`src/hdl/ccm_pkg.sv`:
```
// Behaviour
// - Mode 0000 disables unit, holds reset state
// - Capture on falling, rising, 4th, 16th edge
// - Mode 1000 match drives output high, flag
// - Mode 1001 match drives output low, flag
// - Mode 1010 match sets flag only
// - Mode 1011 match flags, clears timer1, conversion
// - Capture copies full 16-bit timer1 count
// - Capture sets interrupt flag bit 2
// - Flag cleared only by software write
// - Newer capture overwrites unread value
// - Pin sampled whatever the port direction
// - Mode change may raise false flag
// - Prescaler cleared when off or not capture
// - Prescaler kept across prescaler switches
// - Mode bits 3:0, duty 5:4, 7:6 zero
// - Capture value built from two byte halves
package ccm_pkg;
  // Register byte offsets on the slave bus
  localparam logic [4:0] OFS_CTRL  = 5'h00;
  localparam logic [4:0] OFS_VLOW  = 5'h04;
  localparam logic [4:0] OFS_VHIGH = 5'h08;
  localparam logic [4:0] OFS_FLAG  = 5'h0c;
  localparam logic [4:0] OFS_IEN   = 5'h10;
  // Field positions
  localparam int FLAG_BIT = 2;
  // Reset values
  localparam logic [7:0]  CTRL_RST = 8'h00;
  localparam logic [15:0] VAL_RST  = 16'h0000;
  localparam logic [3:0]  PSC_RST  = 4'h0;
  // Mode codes
  typedef enum logic [3:0] {
    M_OFF   = 4'b0000,
    M_FALL  = 4'b0100,
    M_RISE  = 4'b0101,
    M_RISE4 = 4'b0110,
    M_RISE16= 4'b0111,
    M_CSET  = 4'b1000,
    M_CCLR  = 4'b1001,
    M_CSWI  = 4'b1010,
    M_CSPEC = 4'b1011
  } ccm_mode_t;
  // Prescaler terminal counts
  localparam logic [3:0] PSC_LAST4  = 4'h3;
  localparam logic [3:0] PSC_LAST16 = 4'hf;
endpackage

```
`src/hdl/ccm_top.sv`:
```
// Register access over Avalon-MM and the register offsets were chosen for this implementation.
`timescale 1ns/1ps
module ccm_top
  import ccm_pkg::*;
#(
  parameter bit SECOND_UNIT = 1'b0 // Second unit also starts conversions
) (
  // Clock and reset
  input  wire logic        ref_clk,
  input  wire logic        rst,
  // Avalon-MM slave
  input  wire logic [4:0]  avs_address,
  input  wire logic        avs_read,
  input  wire logic        avs_write,
  input  wire logic [31:0] avs_writedata,
  input  wire logic [3:0]  avs_byteenable,
  output logic [31:0]      avs_readdata,
  output logic             avs_waitrequest,
  // Event pin and time base
  input  wire logic        unit_event_pin,
  input  wire logic [15:0] timer1_count,
  input  wire logic        adc_enabled,
  // Outputs to neighbours
  output logic             compare_out,
  output logic             timer1_clear,
  output logic             adc_start,
  output logic             pwm_select
);

  // Bus state
  logic        wait_r, wait_nxt;       // Waitrequest flop
  logic [31:0] rdata_r, rdata_nxt;     // Read data flop
  // Software registers
  logic [7:0]  ctrl_r, ctrl_nxt;       // unit_control_reg
  logic [7:0]  vlow_r, vlow_nxt;       // capture_value_low
  logic [7:0]  vhigh_r, vhigh_nxt;     // capture_value_high
  logic        flag_r, flag_nxt;       // unit_irq_flag
  logic        ien_r, ien_nxt;         // unit_irq_enable
  // Core state
  logic        sync1_r, sync2_r, prev_r; // Pin synchroniser and history
  logic [3:0]  psc_r, psc_nxt;         // Capture prescaler counter
  logic        match_r, match_nxt;     // Match seen last cycle
  logic        out_r, out_nxt;         // Compare output latch
  logic        tclr_r, tclr_nxt;       // Timer clear pulse
  logic        adc_r, adc_nxt;         // Conversion start pulse
  logic        pwm_r, pwm_nxt;         // Pulse-width selection
  // Decode
  logic        go, wr_go;              // Accepted access
  logic [3:0]  mode;                   // mode_select_field
  logic        is_cap, is_cmp;         // Mode class
  logic        rise, fall;             // Pin edges
  logic        cap_ev, hit, clr_wr;    // Events

  // Mode field in low bits
  assign mode   = ctrl_r[3:0];
  assign is_cap = (mode[3:2] == 2'b01);
  assign is_cmp = (mode[3:2] == 2'b10);
  // Access is taken when waitrequest is low
  assign go     = (avs_read | avs_write) & ~wait_r;
  assign wr_go  = go & avs_write;
  // Edges from the synchronised pin; direction not considered
  assign rise   = sync2_r & ~prev_r;
  assign fall   = ~sync2_r & prev_r;
  // Match on the combined byte pair, once per entry into equality
  assign hit    = is_cmp & match_nxt & ~match_r;
  assign clr_wr = wr_go & (avs_address == OFS_FLAG) & avs_byteenable[0]
                  & avs_writedata[FLAG_BIT];

  // Byte lane test shared by writes
  function automatic logic lane0(input logic [4:0] a, input logic [4:0] o);
    lane0 = wr_go & (a == o) & avs_byteenable[0];
  endfunction

  // Capture event selection and prescaler
  always_comb begin
    psc_nxt = psc_r;
    cap_ev  = 1'b0;
    unique case (mode)
      // No prescaler on the single edge settings
      M_FALL: begin
        cap_ev = fall;
      end
      M_RISE: begin
        cap_ev = rise;
      end
      M_RISE4: begin
        // Low bits only, so a count left by another setting is kept
        if (rise) begin
          psc_nxt = psc_r + 4'h1;
          cap_ev  = (psc_r[1:0] == PSC_LAST4[1:0]);
          if (cap_ev) begin
            psc_nxt = PSC_RST;
          end
        end
      end
      // Counter wraps by itself after sixteen rises
      M_RISE16: begin
        if (rise) begin
          psc_nxt = psc_r + 4'h1;
          cap_ev  = (psc_r == PSC_LAST16);
        end
      end
      default: begin
        // Off, compare and pulse-width clear the prescaler
        psc_nxt = PSC_RST;
      end
    endcase
  end

  // Compare actions and mode outputs
  always_comb begin
    // Same-clock time base, read without synchronisers
    match_nxt = is_cmp & (timer1_count == {vhigh_r, vlow_r});
    out_nxt   = out_r;
    tclr_nxt  = 1'b0;
    adc_nxt   = 1'b0;
    pwm_nxt   = (mode[3:2] == 2'b11);
    // Off mode forces the compare latch low
    if (mode == M_OFF) begin
      out_nxt = 1'b0;
    end else if (hit) begin
      unique case (mode)
        M_CSET: out_nxt = 1'b1;
        M_CCLR: out_nxt = 1'b0;
        M_CSWI: out_nxt = out_r;
        default: begin
          // Special event leaves the pin alone
          tclr_nxt = 1'b1;
          adc_nxt  = SECOND_UNIT & adc_enabled;
        end
      endcase
    end
  end

  // Register file and bus answer
  always_comb begin
    // Waitrequest drops for one cycle per access, then rises again
    wait_nxt  = ~((avs_read | avs_write) & wait_r);
    rdata_nxt = 32'h0000_0000;
    ctrl_nxt  = ctrl_r;
    vlow_nxt  = vlow_r;
    vhigh_nxt = vhigh_r;
    ien_nxt   = ien_r;
    flag_nxt  = flag_r;
    // Read data prepared while waitrequest is high
    if (avs_read & wait_r) begin
      unique case (avs_address)
        OFS_CTRL:  rdata_nxt = {24'h000000, ctrl_r};
        OFS_VLOW:  rdata_nxt = {24'h000000, vlow_r};
        OFS_VHIGH: rdata_nxt = {24'h000000, vhigh_r};
        OFS_FLAG:  rdata_nxt = {29'h0, flag_r, 2'h0};
        OFS_IEN:   rdata_nxt = {29'h0, ien_r, 2'h0};
        // Unmapped addresses read as zero
        default:   rdata_nxt = 32'h0000_0000;
      endcase
    end
    // Upper control bits are not stored
    if (lane0(avs_address, OFS_CTRL)) begin
      ctrl_nxt = {2'b00, avs_writedata[5:0]};
    end
    // Separate byte halves of the capture value
    if (lane0(avs_address, OFS_VLOW)) begin
      vlow_nxt = avs_writedata[7:0];
    end
    if (lane0(avs_address, OFS_VHIGH)) begin
      vhigh_nxt = avs_writedata[7:0];
    end
    // Enable bit is only stored; no interrupt line leaves this block
    if (lane0(avs_address, OFS_IEN)) begin
      ien_nxt = avs_writedata[FLAG_BIT];
    end
    // A capture wins over a software write; older value is lost
    if (is_cap & cap_ev) begin
      {vhigh_nxt, vlow_nxt} = timer1_count;
    end
    // Flag clears on write, but a same-cycle event wins
    if (clr_wr) begin
      flag_nxt = 1'b0;
    end
    // Also set when a mode change lets a stale edge through
    if ((is_cap & cap_ev) | hit) begin
      flag_nxt = 1'b1;
    end
  end

  // All state registers
  always_ff @(posedge ref_clk) begin
    if (rst) begin
      // Every register back to its reset value
      wait_r  <= 1'b1;
      rdata_r <= 32'h0000_0000;
      ctrl_r  <= CTRL_RST;
      vlow_r  <= VAL_RST[7:0];
      vhigh_r <= VAL_RST[15:8];
      flag_r  <= 1'b0;
      ien_r   <= 1'b0;
      sync1_r <= 1'b0;
      sync2_r <= 1'b0;
      prev_r  <= 1'b0;
      psc_r   <= PSC_RST;
      match_r <= 1'b0;
      out_r   <= 1'b0;
      tclr_r  <= 1'b0;
      adc_r   <= 1'b0;
      pwm_r   <= 1'b0;
    end else begin
      wait_r  <= wait_nxt;
      rdata_r <= rdata_nxt;
      ctrl_r  <= ctrl_nxt;
      vlow_r  <= vlow_nxt;
      vhigh_r <= vhigh_nxt;
      flag_r  <= flag_nxt;
      ien_r   <= ien_nxt;
      // Two synchroniser flops, then the history flop for edges
      sync1_r <= unit_event_pin;
      sync2_r <= sync1_r;
      prev_r  <= sync2_r;
      psc_r   <= psc_nxt;
      match_r <= match_nxt;
      out_r   <= out_nxt;
      tclr_r  <= tclr_nxt;
      adc_r   <= adc_nxt;
      pwm_r   <= pwm_nxt;
    end
  end

  // Outputs straight from flops
  assign avs_readdata    = rdata_r;
  assign avs_waitrequest = wait_r;
  assign compare_out     = out_r;
  assign timer1_clear    = tclr_r;
  assign adc_start       = adc_r;
  assign pwm_select      = pwm_r;
endmodule

```
`config.mk`:
```
export PLATFORM = sky130hd
export DESIGN_NAME = ccm_top
export DESIGN_NICKNAME = d
export VERILOG_FILES = /design/src/hdl/ccm_pkg.sv /design/src/hdl/ccm_top.sv
export SDC_FILE = /design/constraint.sdc
export NUM_CORES = 1
export LEC_CHECK = 0
export BUFFER_PORTS_ARGS = -buffer_cell sky130_fd_sc_hd__buf_2
export CAP_MARGIN = 20
export CORE_MARGIN = 2
export CORE_UTILIZATION = 48
export CTS_CLUSTER_SIZE = 30
export DETAILED_ROUTE_END_ITERATION = 6
export GPL_TIMING_DRIVEN = 0
export PLACE_DENSITY = 0.76
export SYNTH_ARGS = -nofsm -noshare
export SYNTH_HDL_FRONTEND = slang
export SYNTH_SLANG_ARGS = --single-unit
```
`constraint.sdc`:
```
create_clock -name ref_clk -period 2.3 [get_ports ref_clk]
set_clock_uncertainty 0.1 [all_clocks]
set_input_delay 0.345 -clock ref_clk [delete_from_list [all_inputs] [get_ports ref_clk]]
set_output_delay 0.345 -clock ref_clk [all_outputs]
set_load 0.05 [all_outputs]
```
# --- Word-level counts from Yosys, hierarchy flattened ---
# Cells that the tools add are included.
# W data, S select, Z words.
op_classes:
  reduce_logical: 13
  add_sub_neg: 1
  n_eq_ne: 19
  mux: 16
  bitwise: 31
op_table:
  columns: ["cell", "n"]
  rows:
  - ["$pmux W8 S5", 1]
  - ["$mux W8", 4]
  - ["$and A1 B1 Y1", 21]
  - ["$eq A16 B16 Y1", 1]
  - ["$eq A4 B3 Y1 const B", 4]
  - ["$eq A4 B4 Y1 const B", 4]
  - ["$mux W4", 3]
  - ["$pmux W4 S3", 1]
  - ["$eq A5 B4 Y1 const B", 2]
  - ["$not A1 Y1", 8]
  - ["$reduce_bool A2 Y1", 4]
  - ["$eq A2 B2 Y1 const B", 3]
  - ["$reduce_or A2 Y1", 3]
  - ["$reduce_or A3 Y1", 2]
  - ["$eq A5 B3 Y1 const B", 1]
  - ["$eq A5 B5 Y1 const B", 1]
  - ["$logic_not A5 Y1", 1]
  - ["$mux W1", 5]
  - ["$add A4 B1 Y4 const B", 1]
  - ["$logic_not A4 Y1", 1]
  - ["$ne A2 B2 Y1 const B", 2]
  - ["$pmux W1 S4", 1]
  - ["$reduce_and A3 Y1", 1]
  - ["$eq A2 B1 Y1 const B", 1]
  - ["3 further kinds", 4]
totals:
  elab_cells: 95
  ff_bits: 68
  inputBits: 63

# --- Logic depth before layout (Yosys ltp) ---
depth:
  depth_word: 8
  depth_mapped: 8
  mapped_depth_nobuf: 8

# --- Worst setup path before layout ---
# Ideal clock, no wire load.
synth_timing:
  path_type: "register to register"
  from: "register wait_r, in the netlist avs_waitrequest"
  to: "register ctrl_r[0]"
  setup_time_ns: 0.128
  path_buffers: 1
  t_required_ns: 2.072
  setup_slack_ns: 0.367
  arrival_time_ns: 1.706
  stages_incl_launch_ff: 7
  path_cell_list: "dfxtp_1 -> nor4b_4 -> nand2_1 -> or4_1 -> buf_2 -> mux2i_1 -> nor2_1"
synth_via:
  elab_chain_cells: 5
synth_rtl:
  columns: ["element", "line", "text"]
  rows:
  - ["start: declaration", "ccm_top.sv:31", "logic wait_r, wait_nxt;"]
  - ["start signal: assignment", "ccm_top.sv:207", "wait_r <= wait_nxt;"]
  - ["$not A1 Y1", "ccm_top.sv:59", "assign go = (avs_read | avs_write) & ~wait_r;"]
  - ["$and A1 B1 Y1", "ccm_top.sv:59", null]
  - ["$and A1 B1 Y1", "ccm_top.sv:60", "assign wr_go = go & avs_write;"]
  - ["$and A1 B1 Y1 (2 in series)", "ccm_top.sv:71", "lane0 = wr_go & (a == o) & avs_byteenable[0];"]
  - ["end signal: assignment", "ccm_top.sv:209", "ctrl_r <= ctrl_nxt;"]
  - ["end: declaration", "ccm_top.sv:34", "logic [7:0] ctrl_r, ctrl_nxt;"]
# No other way between the ends.
# A chain may end at the register's enable or synchronous reset.

# --- Worst setup path in the final report ---
layout_timing:
  from: "register ctrl_r[3]"
  to: "register out_r, in the netlist compare_out"
layout_via:
  elab_chain_cells: 5
  word_cells_on_any_way: 11
  cone_classes: "3 x eq/ne; 1 x mux; 3 x bitwise; 4 x reduce/logical"
layout_rtl:
  columns: ["element", "line", "text"]
  rows:
  - ["$eq A2 B2 Y1", "ccm_top.sv:57", "assign is_cmp = (mode[3:2] == 2'b10);"]
  - ["$and A1 B1 Y1", "ccm_top.sv:113", "match_nxt = is_cmp & (timer1_count == {vhigh_r, vlow_r});"]
  - ["$and A1 B1 Y1 (2 in series)", "ccm_top.sv:65", "assign hit = is_cmp & match_nxt & ~match_r;"]
  - ["$reduce_and A2 Y1 (no source line)", null, null]
  - ["end signal: assignment", "ccm_top.sv:220", "out_r <= out_nxt;"]
  - ["end: declaration", "ccm_top.sv:43", "logic out_r, out_nxt;"]
# Several ways; a longest one is shown, not always the timed one.

==> results.ini <==
[run_status]
status=completed

[global_route]
grt_pass1_vias=1839
antenna_found_initial=0
overflow=0
grt_pass1_wl_um=8410
track_usage_pct=19.6
grt_max_degree=13

[synth]
synth_fa_ha_area_share_pct=1.44
seq_area_frac_synth_pct=36.1
synth_flop_cell=dfxtp_1
synth_cell_types=48
syn_area_um2=2440
synth_enable_flop_cells=0
ys_async_sr_fraction_pct=0
synth_top_cell_by_area=dfxtp_1
synthSimpleGateAreaFrac_pct=20.1
synth_seq_cells=44
synthMuxAreaShare_pct=13.2
netlist_instances=265
synth_top_family_by_area=simple AND/OR/NAND/NOR gates
yosysWarnings=0
ys_top_cells_by_area=dfxtp_1, mux2i_1, buf_4
synth_compound_area_share_pct=12.1
synth_xor_area_share_pct=4.67
synth_area_per_cell_um2=9.20
netlist.area_leader.share_pct=36.1

[routing]
drc=0
drt_iter0_markers=102
vias=2106
vias_per_cell=5.16
ant_nets=0
wirelength_um=5590
firstDrtPassIters=4
drt-wirelength-per-cell_um=13.7

[place]
dp.cells=402
gp_congestion=0.820
port_buffers=46
hpwlAfterDp_um=4160
place_area_um2=2840

[die]
fp-row-count=25
ios=100
die_height_um=75.3
die_width_um=75.3
core_um2=4820
die-area_um2=5660
start_util_pct=50.6

[timing]
finalCritPeriodShare_pct=88.1
hold_viol=0
fin_crit_ns=2.03
worst_pin_slew_ns=0.576
finalSetupViolCount=0
fin_tns_setup_ns=0
drv_slew=0
slew_headroom_pct=61.6
rsz0062_at_grt=false
fmax_ghz=0.494

[clock_tree]
htreeDepth=2
clk_path_buf_depth=2
cts_tree=built
cts_resized=0
cts_setup_buffers=0
clk_latency_ns=0.29
clkSlewWorstSetupHoldPaths_ns=0.08
cts_made_buffers=5
cts_hold_buf=0
clockRootBuffer=clkbuf_8
cts_sinks=44

[critical_path]
start_kind=register
rrSetupSlack_ns=0.27
cp_num_buf_inv=0
slowest_delay_ns=0.48
crit_slowest_cell=dfxtp_1
path_class=reg2reg
required_ns=2.40
critPathTopFamily=compound AO/OA/AOI/OAI gates
arrival_ns=2.12
cp_cell_sequence=and2b_1 > o2111ai_2 > nor4_4 > a41oi_1 > a2111oi_2
endpoint_kind=register
cp_max_fo=7

[flow_run]
maxCapViolCount=0

[finish]
design_area_um2=2940
antenna_cells=0
nets=407
post-route-util_pct=61.0
drive_gt1_share_pct=28.7
final_cells=408
areaGrowthSynthToFinish_pct=20.6

[min_path]
hold_path_class=in2reg

[pwr]
peakVddDrop_mv=0.266
p_leak_nw=1.38
power_density_nw_per_um2=531

## layout make-up
type,count,area (µm²)
Buffer,41,282
Clock buffer,5,68.8
Clock inverter,1,30.0
Fill cell,462,1880
Inverter,4,15.0
Multi-Input combinational cell,200,1350
Sequential cell,44,881
Tap cell,67,83.8
Timing Repair Buffer,46,230
## worst paths after layout
kind,start,cells after the start,endpoint
hold reg to reg,sync1_r$_SDFF_PP0_,1,sync2_r$_SDFF_PP0_
setup reg to reg,ctrl_r[3]$_SDFFE_PP0P_,5,compare_out$_SDFFE_PP0P_
setup / recovery,ctrl_r[3]$_SDFFE_PP0P_,5,compare_out$_SDFFE_PP0P_
hold / removal,avs_read,2,avs_waitrequest$_SDFF_PP1_
## sequential cells by signal, indices dropped and copies added (netlist names), 4 cells and up
| signal | count |
|---|---|
| avs_readdata | 8 |
| vhigh_r | 8 |
| psc_r | 4 |
| vlow_r | 8 |
| ctrl_r | 6 |
## logic make-up (layout without fill, tap and decap cells)
family	after synthesis	in the layout
other	1	25
adder cells (fa/ha/maj)	3	3
multiplexers	31	31
flip-flops	44	44
AND/OR/NAND/NOR	89	89
XOR/XNOR	13	13
AO/OA/AOI/OAI	39	39
buffers and inverters	45	97
## metal layers
metal,wire length (µm),up-vias,track usage (%)
li1,-,1029,-
met2,2650,84,32.2
met1,2460,986,26.9
met4,66,0,8.19
met5,0,-,0
met3,418,7,1.34
## layout by cell type, fill, tap and decap left out, types with 3 or more instances in the layout
cell type and instances:
a211oi_1 17, a21oi_1 10, buf_2 52, buf_4 25, clkbuf_1 6, clkbuf_8 6
conb_1 25, dfxtp_1 44, inv_1 4, mux2i_1 30, nand2_1 4, nand2b_1 4
nand3_1 5, nand3b_1 3, nand4_1 3, nand4b_1 3, nor2_1 45, nor2b_1 6
xnor2_1 8, xor2_1 5
## synth_stat cells (all sizes together) (2+ instances only)
master,n
nand3,5
and2b,3
buf,33
nand3b,3
xnor2,8
inv,4
ha,2
nor2,45
a21oi,10
nor4,3
nor3,3
nand2,4
nor2b,6
dfxtp,44
nand4b,3
a2111oi,2
clkbuf,8
a22oi,2
nand2b,4
nand4,3
mux2i,30
a211oi,17
xor2,5
## per-stage QoR
| stage | hold slack (ns) | power, mW | setup WS, ns |
|---|---|---|---|
| 3_5_place_dp | 0.343 | 1.02 | 0.267 |
| 2_1_floorplan | 0.314 | 0.958 | 0.367 |
| 3_3_place_gp | 0.316 | 1.02 | 0.332 |
| 6_report | 0.152 | 1.56 | 0.275 |
| 5_1_grt | 0.158 | 1.61 | 0.213 |
| 4_1_cts | 0.150 | 1.57 | 0.299 |
## report_power, final
group | total (mW) | leakage [nW] | internal (mW) | switching, mW
logic | 0.234 | 0.976 | 0.0740 | 0.160
clock network | 0.559 | 0.0501 | 0.312 | 0.248
registers | 0.768 | 0.355 | 0.765 | 0.00298
total | 1.56 | 1.38 | 1.15 | 0.411
Note: power is estimated with default switching activity, not from simulation.
